$ cat src/verilog/esc_cfg.svh
// Offsets, field positions and reset values of the system control registers
`ifndef ESC_CFG_SVH
`define ESC_CFG_SVH
`define ESC_OFS_MODE 8'h00
`define ESC_OFS_CLKG 8'h08
`define ESC_BIT_IFSEL 0
`define ESC_BIT_HWR0 8
`define ESC_BIT_HWR1 9
`define ESC_BIT_PULSE 28
`define ESC_CLKG_LO 0
`define ESC_CLKG_HI 1
`define ESC_CLKG_OFF 2'h0
`define ESC_CLKG_CH0 2'h1
`define ESC_CLKG_BAD 2'h2
`define ESC_CLKG_BOTH 2'h3
`define ESC_ZERO32 32'h0000_0000
`define ESC_BUS_MIN_MHZ 25
`endif

$ cat src/verilog/esc_pkg.sv
// Types shared by the system control block
package esc_pkg;
  // Per-channel interrupt lines from a channel core
  typedef struct packed {
    logic dma_done;
    logic wakeup;
    logic low_power_exit;
  } esc_irq_s;
  // Register access request
  typedef struct packed {
    logic sel;
    logic wr;
    logic [7:0] addr;
    logic [31:0] wdata;
  } esc_req_s;
  // Write decode states
  typedef enum logic [1:0] {
    ESC_IDLE = 2'b01,
    ESC_WRITE = 2'b10
  } esc_state_e;
endpackage : esc_pkg

$ cat src/verilog/esc_rdreg.sv
// Registered read-data holder for the register bank
`timescale 1ns/1ps
module esc_rdreg #(
  parameter int WIDTH = 32 // Data width
) (
  input wire logic clock, // System clock
  input wire logic rst, // Sync reset, active high
  input wire logic load, // Capture strobe
  input wire logic [WIDTH-1:0] din, // Value to capture
  output logic [WIDTH-1:0] dout // Registered value
);
  logic [WIDTH-1:0] next_dout; // Next held value

  // Hold old value until a new read is taken
  always_comb begin
    next_dout = load ? din : dout;
  end

  // Register only
  always_ff @(posedge clock) begin
    if (rst) begin
      dout <= '0;
    end else begin
      dout <= next_dout;
    end
  end
endmodule : esc_rdreg

$ cat src/verilog/esc_top.sv
// Ethernet system control register bank and channel glue
// What this block does
// - Bus clock feeds each channel's time counter.
// - Each channel routes DMA-done interrupt out.
// - Each channel routes wake-up interrupt out.
// - Channel 0 routes low-power-exit interrupt out.
// - Channel 1 has no low-power interrupt.
// - Pulse select bit picks channel pulse output.
// - Channel 1 reset bit drives its reset.
// - Channel 0 reset bit drives its reset.
// - Interface bit selects MII or RMII.
// - Reserved mode bits read zero.
// - Mode at 0x00, clock gating at 0x08.
// - Clock field 00 off, 01 ch0, 11 both.
// - Each channel pulses once per counter second.
`timescale 1ns/1ps
`include "esc_cfg.svh"
module esc_top (
  input wire logic clock, // Bus clock, also time counter source
  input wire logic rst, // Sync reset, active high
  input wire esc_pkg::esc_req_s req, // Register access request
  output logic [31:0] rdata, // Registered read data
  output logic ack, // One-cycle access acknowledge
  input wire esc_pkg::esc_irq_s ch0_irq, // Channel 0 interrupt lines
  input wire esc_pkg::esc_irq_s ch1_irq, // Channel 1 interrupt lines
  input wire logic ch0_pulse, // Channel 0 once-a-second pulse
  input wire logic ch1_pulse, // Channel 1 once-a-second pulse
  output logic shared_pulse_pin, // Selected pulse to the pin
  output logic channel0_hw_reset, // Hardware reset to channel 0
  output logic channel1_hw_reset, // Hardware reset to channel 1
  output logic phy_interface_select, // 0 MII, 1 RMII to pin mux
  output logic channel0_clock_enable, // Clock gate for channel 0
  output logic channel1_clock_enable, // Clock gate for channel 1
  output logic ch0_dma_done_irq, // To interrupt controller
  output logic ch0_wakeup_irq, // To interrupt controller
  output logic ch0_low_power_exit_irq, // To interrupt controller
  output logic ch1_dma_done_irq, // To interrupt controller
  output logic ch1_wakeup_irq // To interrupt controller
);
  // The time counter source is the bus clock itself, so the channels
  // take clock directly; no gating or division happens here.

  // Control state
  logic time_pulse_channel_select; // Pulse source select
  logic channel0_hw_reset_ctl; // Stored ch0 reset bit
  logic channel1_hw_reset_ctl; // Stored ch1 reset bit
  logic phy_if_sel; // Stored interface bit
  logic [1:0] channel_clock_enable_field; // Stored clock gating field
  logic next_pulse_sel; // Next pulse select
  logic next_reset0; // Next ch0 reset
  logic next_reset1; // Next ch1 reset
  logic next_ifsel; // Next interface bit
  logic [1:0] next_clkg; // Next clock gating
  esc_pkg::esc_state_e state; // Access phase
  esc_pkg::esc_state_e next_state; // Next access phase
  logic next_ack; // Next acknowledge
  logic [31:0] read_mux; // Combinational read value
  logic hit_mode; // Mode register addressed
  logic hit_clkg; // Clock gating register addressed

  // Offset compare used for both registers
  function automatic logic addr_hit(input logic [7:0] a, input logic [7:0] ofs);
    addr_hit = (a == ofs);
  endfunction : addr_hit

  // Address decode
  // Only the low byte of the offset reaches this block; the base address
  // is matched before the request arrives. Unmapped offsets still get an
  // acknowledge so that a stray access never stalls the bus.
  always_comb begin
    hit_mode = addr_hit(req.addr, `ESC_OFS_MODE);
    hit_clkg = addr_hit(req.addr, `ESC_OFS_CLKG);
  end

  // Read mux; reserved and unmapped bits read zero
  always_comb begin
    read_mux = `ESC_ZERO32;
    if (hit_mode) begin
      read_mux[`ESC_BIT_PULSE] = time_pulse_channel_select;
      read_mux[`ESC_BIT_HWR1] = channel1_hw_reset_ctl;
      read_mux[`ESC_BIT_HWR0] = channel0_hw_reset_ctl;
      read_mux[`ESC_BIT_IFSEL] = phy_if_sel;
    end else if (hit_clkg) begin
      read_mux[`ESC_CLKG_HI:`ESC_CLKG_LO] = channel_clock_enable_field;
    end
  end

  // Access phase: idle takes a request, write phase acknowledges it
  // A request held past its acknowledge would be taken again, so the
  // master drops select in the cycle that shows the acknowledge.
  always_comb begin
    next_state = state;
    next_ack = 1'b0;
    case (state)
      esc_pkg::ESC_IDLE: begin
        if (req.sel) begin
          next_state = esc_pkg::ESC_WRITE;
          next_ack = 1'b1;
        end
      end
      esc_pkg::ESC_WRITE: begin
        // One idle cycle between accesses keeps the ack a clean pulse
        next_state = esc_pkg::ESC_IDLE;
      end
      default: begin
        next_state = esc_pkg::ESC_IDLE;
      end
    endcase
  end

  // Register writes; only the writable fields are stored
  // Reserved bits of a written word are dropped here rather than stored,
  // which is why they can only ever read back as zero.
  // Software is expected to gate clocks first, then raise the channel
  // resets, and release them only once the PHY side clock is running;
  // the block does not enforce that order, it just stores what it is told.
  always_comb begin
    next_pulse_sel = time_pulse_channel_select;
    next_reset0 = channel0_hw_reset_ctl;
    next_reset1 = channel1_hw_reset_ctl;
    next_ifsel = phy_if_sel;
    next_clkg = channel_clock_enable_field;
    if (state == esc_pkg::ESC_IDLE && req.sel && req.wr) begin
      if (hit_mode) begin
        next_pulse_sel = req.wdata[`ESC_BIT_PULSE];
        next_reset1 = req.wdata[`ESC_BIT_HWR1];
        next_reset0 = req.wdata[`ESC_BIT_HWR0];
        next_ifsel = req.wdata[`ESC_BIT_IFSEL];
      end else if (hit_clkg) begin
        // Prohibited 10 is stored as written; software must avoid it
        next_clkg = req.wdata[`ESC_CLKG_HI:`ESC_CLKG_LO];
      end
    end
  end

  // Control and phase registers
  // Every field returns to zero and the phase to idle on reset: clocks to both channels stopped,
  // channel resets released and the MII pin mapping selected.
  always_ff @(posedge clock) begin
    if (rst) begin
      time_pulse_channel_select <= 1'b0;
      channel0_hw_reset_ctl <= 1'b0;
      channel1_hw_reset_ctl <= 1'b0;
      phy_if_sel <= 1'b0;
      channel_clock_enable_field <= `ESC_CLKG_OFF;
      state <= esc_pkg::ESC_IDLE;
      ack <= 1'b0;
    end else begin
      time_pulse_channel_select <= next_pulse_sel;
      channel0_hw_reset_ctl <= next_reset0;
      channel1_hw_reset_ctl <= next_reset1;
      phy_if_sel <= next_ifsel;
      channel_clock_enable_field <= next_clkg;
      state <= next_state;
      ack <= next_ack;
    end
  end

  // Read data captured on the accepting edge
  esc_rdreg #(
    .WIDTH(32)
  ) u_rdreg (
    .clock(clock),
    .rst(rst),
    .load(state == esc_pkg::ESC_IDLE && req.sel && !req.wr),
    .din(read_mux),
    .dout(rdata)
  );

  // Outputs registered from stored state and channel lines; one cycle of delay
  logic next_pulse_out; // Selected pulse
  logic next_clk0; // Channel 0 clock enable
  logic next_clk1; // Channel 1 clock enable
  always_comb begin
    next_pulse_out = time_pulse_channel_select ? ch1_pulse : ch0_pulse;
    // Only 11 clocks channel 1; 10 is treated as off for both
    next_clk0 = (channel_clock_enable_field == `ESC_CLKG_CH0) ||
                (channel_clock_enable_field == `ESC_CLKG_BOTH);
    next_clk1 = (channel_clock_enable_field == `ESC_CLKG_BOTH);
  end

  // Output flops
  // Every pin of the block leaves a flop, so a channel sees its reset,
  // clock gate and mode one cycle after the register write lands.
  // The interrupt lines pass with the same single cycle of delay; they
  // are levels, so the controller sees them as long as the channel holds
  // them and no sticky state is kept here.
  always_ff @(posedge clock) begin
    if (rst) begin
      shared_pulse_pin <= 1'b0;
      channel0_hw_reset <= 1'b0;
      channel1_hw_reset <= 1'b0;
      phy_interface_select <= 1'b0;
      channel0_clock_enable <= 1'b0;
      channel1_clock_enable <= 1'b0;
      ch0_dma_done_irq <= 1'b0;
      ch0_wakeup_irq <= 1'b0;
      ch0_low_power_exit_irq <= 1'b0;
      ch1_dma_done_irq <= 1'b0;
      ch1_wakeup_irq <= 1'b0;
    end else begin
      shared_pulse_pin <= next_pulse_out;
      channel0_hw_reset <= channel0_hw_reset_ctl;
      channel1_hw_reset <= channel1_hw_reset_ctl;
      phy_interface_select <= phy_if_sel;
      channel0_clock_enable <= next_clk0;
      channel1_clock_enable <= next_clk1;
      ch0_dma_done_irq <= ch0_irq.dma_done;
      ch0_wakeup_irq <= ch0_irq.wakeup;
      ch0_low_power_exit_irq <= ch0_irq.low_power_exit;
      ch1_dma_done_irq <= ch1_irq.dma_done;
      ch1_wakeup_irq <= ch1_irq.wakeup;
      // Channel 1 low_power_exit input is ignored: RMII only
    end
  end
endmodule : esc_top
$ cat config.mk
export PLATFORM = sky130hd
export DESIGN_NAME = esc_top
export DESIGN_NICKNAME = d
export VERILOG_FILES = /design/src/verilog/esc_pkg.sv /design/src/verilog/esc_rdreg.sv /design/src/verilog/esc_top.sv
export VERILOG_INCLUDE_DIRS = /design/src /design/src/verilog
export SDC_FILE = /design/constraint.sdc
export NUM_CORES = 1
export LEC_CHECK = 0
export BUFFER_PORTS_ARGS = -buffer_cell sky130_fd_sc_hd__buf_2
export CORE_ASPECT_RATIO = 0.9
export CORE_MARGIN = 1
export CORE_UTILIZATION = 35
export CTS_BUF_LIST = sky130_fd_sc_hd__clkbuf_8
export CTS_CLUSTER_DIAMETER = 60
export DETAILED_ROUTE_END_ITERATION = 6
export PLACE_DENSITY = 0.85
export SLEW_MARGIN = 40
export SYNTH_ARGS = -nofsm -noshare
export SYNTH_HDL_FRONTEND = slang
export SYNTH_SLANG_ARGS = --single-unit
$ cat constraint.sdc
create_clock -name clock -period 1.8 [get_ports clock]
set_input_delay 0.18 -clock clock [delete_from_list [all_inputs] [get_ports clock]]
set_output_delay 0.18 -clock clock [all_outputs]
set_load 0.1 [all_outputs]
* Word level (Yosys, flattened, before mapping)
Cells that the tools add are included.
Word-level totals: bits in registers 25, input bits 52, output and inout bits 44, logic and storage cells 41
Cells by class: eq/ne operators 4, mux-type cells 7, bitwise gates (word level) 2, reduce and logical (&&, ||, !) cells 9
Operators with widths (number):
- 8-bit by 4-bit equality test with 1-bit output (second input constant) | 1
- 8-bit logical NOT | 1
- 1-bit 2-to-1 mux | 5
- 2-bit by 1-bit equality test with 1-bit output (second input constant) | 2
- 2-bit 2-to-1 mux | 2
- 1-bit logical AND | 3
- 3-bit AND reduction | 1
- 2-bit equality test (second input constant) | 1
- 1-bit NOT | 2
- 2-bit AND reduction | 1
- 2-bit OR reduction | 1
- 1-bit logical NOT | 1
- 1-bit logical OR | 1

* Longest topological paths before layout
depth after elaboration 4, gate-level depth with buffers 4

* Cells and area by module
From an unflattened synthesis, not the netlist that was laid out.
Second synthesis, totals: cells, all modules 171, area total of the unflattened synthesis 1899.3 um^2
Modules (own cells, without submodules):
- esc_rdreg | times used 1, cells each 103, area an instance 1163.6 um^2
- esc_top | times used 1, cells each 68, area an instance 735.7 um^2

* Least setup slack after synthesis
OpenSTA, ideal clock, no wires.
kind in2reg, start point input port req[37] (netlist name), end point register channel0_hw_reset_ctl, library setup time 121 ps, arrival 1334 ps, required time 1679 ps, path slack 346 ps, cell stages on the path 3, cell sequence or4_4 -> nor3_4 -> mux2_2
On the way: cells in the longest elaborated chain, start to end 2
RTL lines:
- start: declaration | RTL line esc_top.sv:21 | input wire esc_pkg::esc_req_s req,
- 8-bit logical NOT | RTL line esc_top.sv:63 | addr_hit = (a == ofs);
- 2-bit AND reduction (no line)
- end signal: assignment | RTL line esc_top.sv:150 | channel0_hw_reset_ctl <= next_reset0;
- end: declaration | RTL line esc_top.sv:45 | logic channel0_hw_reset_ctl;
No other way between the ends. A chain may end at the register's enable or synchronous reset.

* Worst setup path in the final report
start point input port req[37] (netlist name), end point register channel_clock_enable_field[0]
On the way: cells in the longest elaborated chain, start to end 3
RTL lines:
- 8-bit logical NOT | RTL line esc_top.sv:63
- 1-bit NOT (no line)
- 3-bit AND reduction (no line) (*)
- end signal: assignment | RTL line esc_top.sv:145 | channel_clock_enable_field <= `ESC_CLKG_OFF;
- end signal: assignment | RTL line esc_top.sv:153 | channel_clock_enable_field <= next_clkg;
- end: declaration | RTL line esc_top.sv:48 | logic [1:0] channel_clock_enable_field;
Mark *: on every way between the ends. The rest lies on a longest branch, timed or not.

==> metrics.md <==
| Metric | Value |
|---|---|
| Placed cell area | 1240 sq um |
| Worst-Skew Late Latency | 0.26 ns |
| Final core area utilization | 45.6% |
| H-tree levels | 1 |
| CTS tree | yes |
| Chip height | 54.9 um |
| Post-DP HPWL | 1.45 mm |
| Die area | 3340 sq um |
| CTS buffer count | 3 |
| Initial Util | 38.4% |
| Vias | 781 |
| Sequential-to-total area share from yosys stat | 46.0% |
| IO Port Bufs | 40 |
| Worst path required time | 1.99 ns |
| Post-CTS Hold Buffers | 0 |
| Remaining DRCs | 0 |
| Tightest Pin Transition | 0.554 ns |
| Die width | 60.8 um |
| Sequential Area | 500 sq um |
| Fillers | 301 |
| Detail Route Antenna Nets | 0 |
| Largest net degree at the start of global routing | 16 |
| Worst IR Drop VDD | 0.465 mV |
| WP data arrival | 1.49 ns |
| Pwr/cell area | 985 nW/um^2 |
| Post-synthesis async set-or-reset flop share | 0% |
| Root buffer cell | clkbuf_8 |
| Startpoint types | input pin |
| WL/cell | 9.30 um |
| Post-synth cell types | 29 |
| Flops & latches, synth | 25 |
| First-pass GRT wire length | 2.43 mm |
| Initial DRC Count | 29 |
| Max clock buf depth | 2 |
| Synthesized area | 1090 sq um |
| Setup CP Type | input pin to flip-flop |
| Post-CTS Resized | 0 |
| Setup WS post-layout | 0.500 ns |
| Most common flop cell mapped by yosys | dfxtp_1 |
| Gpl congestion | 0.754 |
| Status | finished, final reports clean |
| RSZ-0062 raised after global routing | false |
| Final nets | 205 |
| Avg Vias per Cell | 4.07 |
| Max Fanout on Critical Path | 3 |
| Setup violators final | 0 |
| Clock transition at path regs | 0.09 ns |
| Post-route cell area | 1290 sq um |
| Commonest cells after routing, fill and taps aside | 40 x buf_2, 27 x conb_1, 25 x dfxtp_1, 9 x nand2_1, 9 x nor2b_1 |
| Worst rel slew slack | 62.7% |
| Sink Count | 25 |
| Initial antenna violation count | 0 |
| ANT cells | 0 |
| Post-Syn Instances | 108 |
| Post-synth EDFFs | 0 |
| Vias in the first global route | 576 |
| Total core area | 2840 sq um |
| Yosys Warn Count | 0 |
| Max-capacitance violation count | 0 |
| Min Tclk post-route | 1.30 ns |
| GR Util All Layers | 10.4% |
| Leading cell type in the layout, fill and taps excluded | buf_2 |
| Rows | 18 |
| WL final | 1.79 mm |
| Pleak | 0.652 nW |
| Syn_area_per_cell | 10.1 sq um |
| Share of post-route cells with drive strength above 1 | 36.2% |
| Pre-Repair DR Iteration Count | 4 |
| GRT overflow | 0 |
| Critical Path End Type | flip-flop |
| IO Count | 96 |
| Clk_skew | 0.00188 ns |
| Fmax | 769 MHz |
| Multi-input logic area | 464 sq um |
| Pre-CTS worst setup slack | 0.216 ns |
| Post CTS Setup Buffer Count | 0 |
| Area Overhead vs Synth | 18.9% |
| Setup TNS after final layout | 0 ns |
| Fin. Hold Viols | 0 |
| Final period util | 72.2% |
| Worst hold path type | input pin to flip-flop |
| Pins over their slew limit | 0 |
==> cell families after synthesis <==
| logic type | count (synthesis) | share of synthesized area (%) |
|---|---|---|
| compound gates | 5 | 3.45 |
| buf+inv | 32 | 20.3 |
| flops | 25 | 46.0 |
| mux | 8 | 7.70 |
| other cells | 1 | 0.344 |
| simple gates | 37 | 22.2 |
==> through the flow <==
step / hold slack [ns] / std cells / power [mW]
6_report: 0.117 / 192 / 1.27
4_1_cts: 0.113 / 192 / 1.29
3_5_place_dp: 0.396 / 188 / 0.959
2_1_floorplan: 0.272 / 134 / 0.960
5_1_grt: 0.112 / 192 / 1.33
3_3_place_gp: 0.390 / 188 / 0.958
==> Yosys cell counts (2+ instances only) <==
cell type	number	share of area (%)
buf_4	27	19
dfxtp_1	25	46
nand2_1	9	3.1
nor2b_1	9	5.2
mux2i_1	5	4.6
inv_1	3	1.0
mux2_2	3	3.1
nor3_1	3	1.4
nand4_1	2	1.1
nor2_1	2	0.69
or4_4	2	2.1
==> critical path, cell delays in order <==
cell and delay, ns:
buf_2 0.11, or4b_2 0.68, nor3_2 0.30, mux2i_1 0.23
==> per-layer routing <==
metal / vias to the layer above / share of wire (%) / global-route usage, %
met5: - / 0 / 0
li1: 397 / - / -
met1: 346 / 46 / 13.5
met4: 0 / 0.39 / 2.27
met2: 36 / 46 / 15.4
met3: 2 / 8.0 / 5.12
==> worst paths after layout <==
check                                                   start  slack [ns]  depth (start not counted)                             to
worst max-delay path                                  req[37]        0.50                          4  channel_clock_enable_field[0]
worst min-delay path                               ch1_irq[1]        0.12                          2                 ch1_wakeup_irq
worst max register to register                       state[1]        0.51                          3          channel1_hw_reset_ctl
worst min register to register  channel_clock_enable_field[1]        0.46                          1          channel1_clock_enable
==> sequential cells by signal, indices dropped and copies added, names as in the netlist <==
| register | cells |
|---|---|
| ch1_dma_done_irq | 1 |
| ch0_low_power_exit_irq | 1 |
| ch0_wakeup_irq | 1 |
| phy_if_sel | 1 |
| time_pulse_channel_select | 1 |
| shared_pulse_pin | 1 |
| ack | 1 |
| u_rdreg.dout | 5 |
| ch0_dma_done_irq | 1 |
| ch1_wakeup_irq | 1 |
| channel1_hw_reset | 1 |
| phy_interface_select | 1 |
| channel_clock_enable_field | 2 |
| channel1_clock_enable | 1 |
| channel0_hw_reset_ctl | 1 |
| channel0_clock_enable | 1 |
| state | 2 |
| channel1_hw_reset_ctl | 1 |
| channel0_hw_reset | 1 |
==> where the power goes <==
part / total, mW / internal (mW) / switching (mW)
Clock: 0.328 / 0.156 / 0.171
Combinational: 0.379 / 0.0381 / 0.341
Sequential: 0.568 / 0.564 / 0.00376
==> area by class of cell <==
cell class | count | share of cell area (%)
timing repair buffer | 42 | 16.6
clock buffer | 3 | 3.19
clock inverter | 1 | 0.580
inverter | 4 | 1.16
tap | 40 | 3.87
multi-input combinational | 77 | 35.9
sequential | 25 | 38.7
Power figures use the tool's default switching activity.
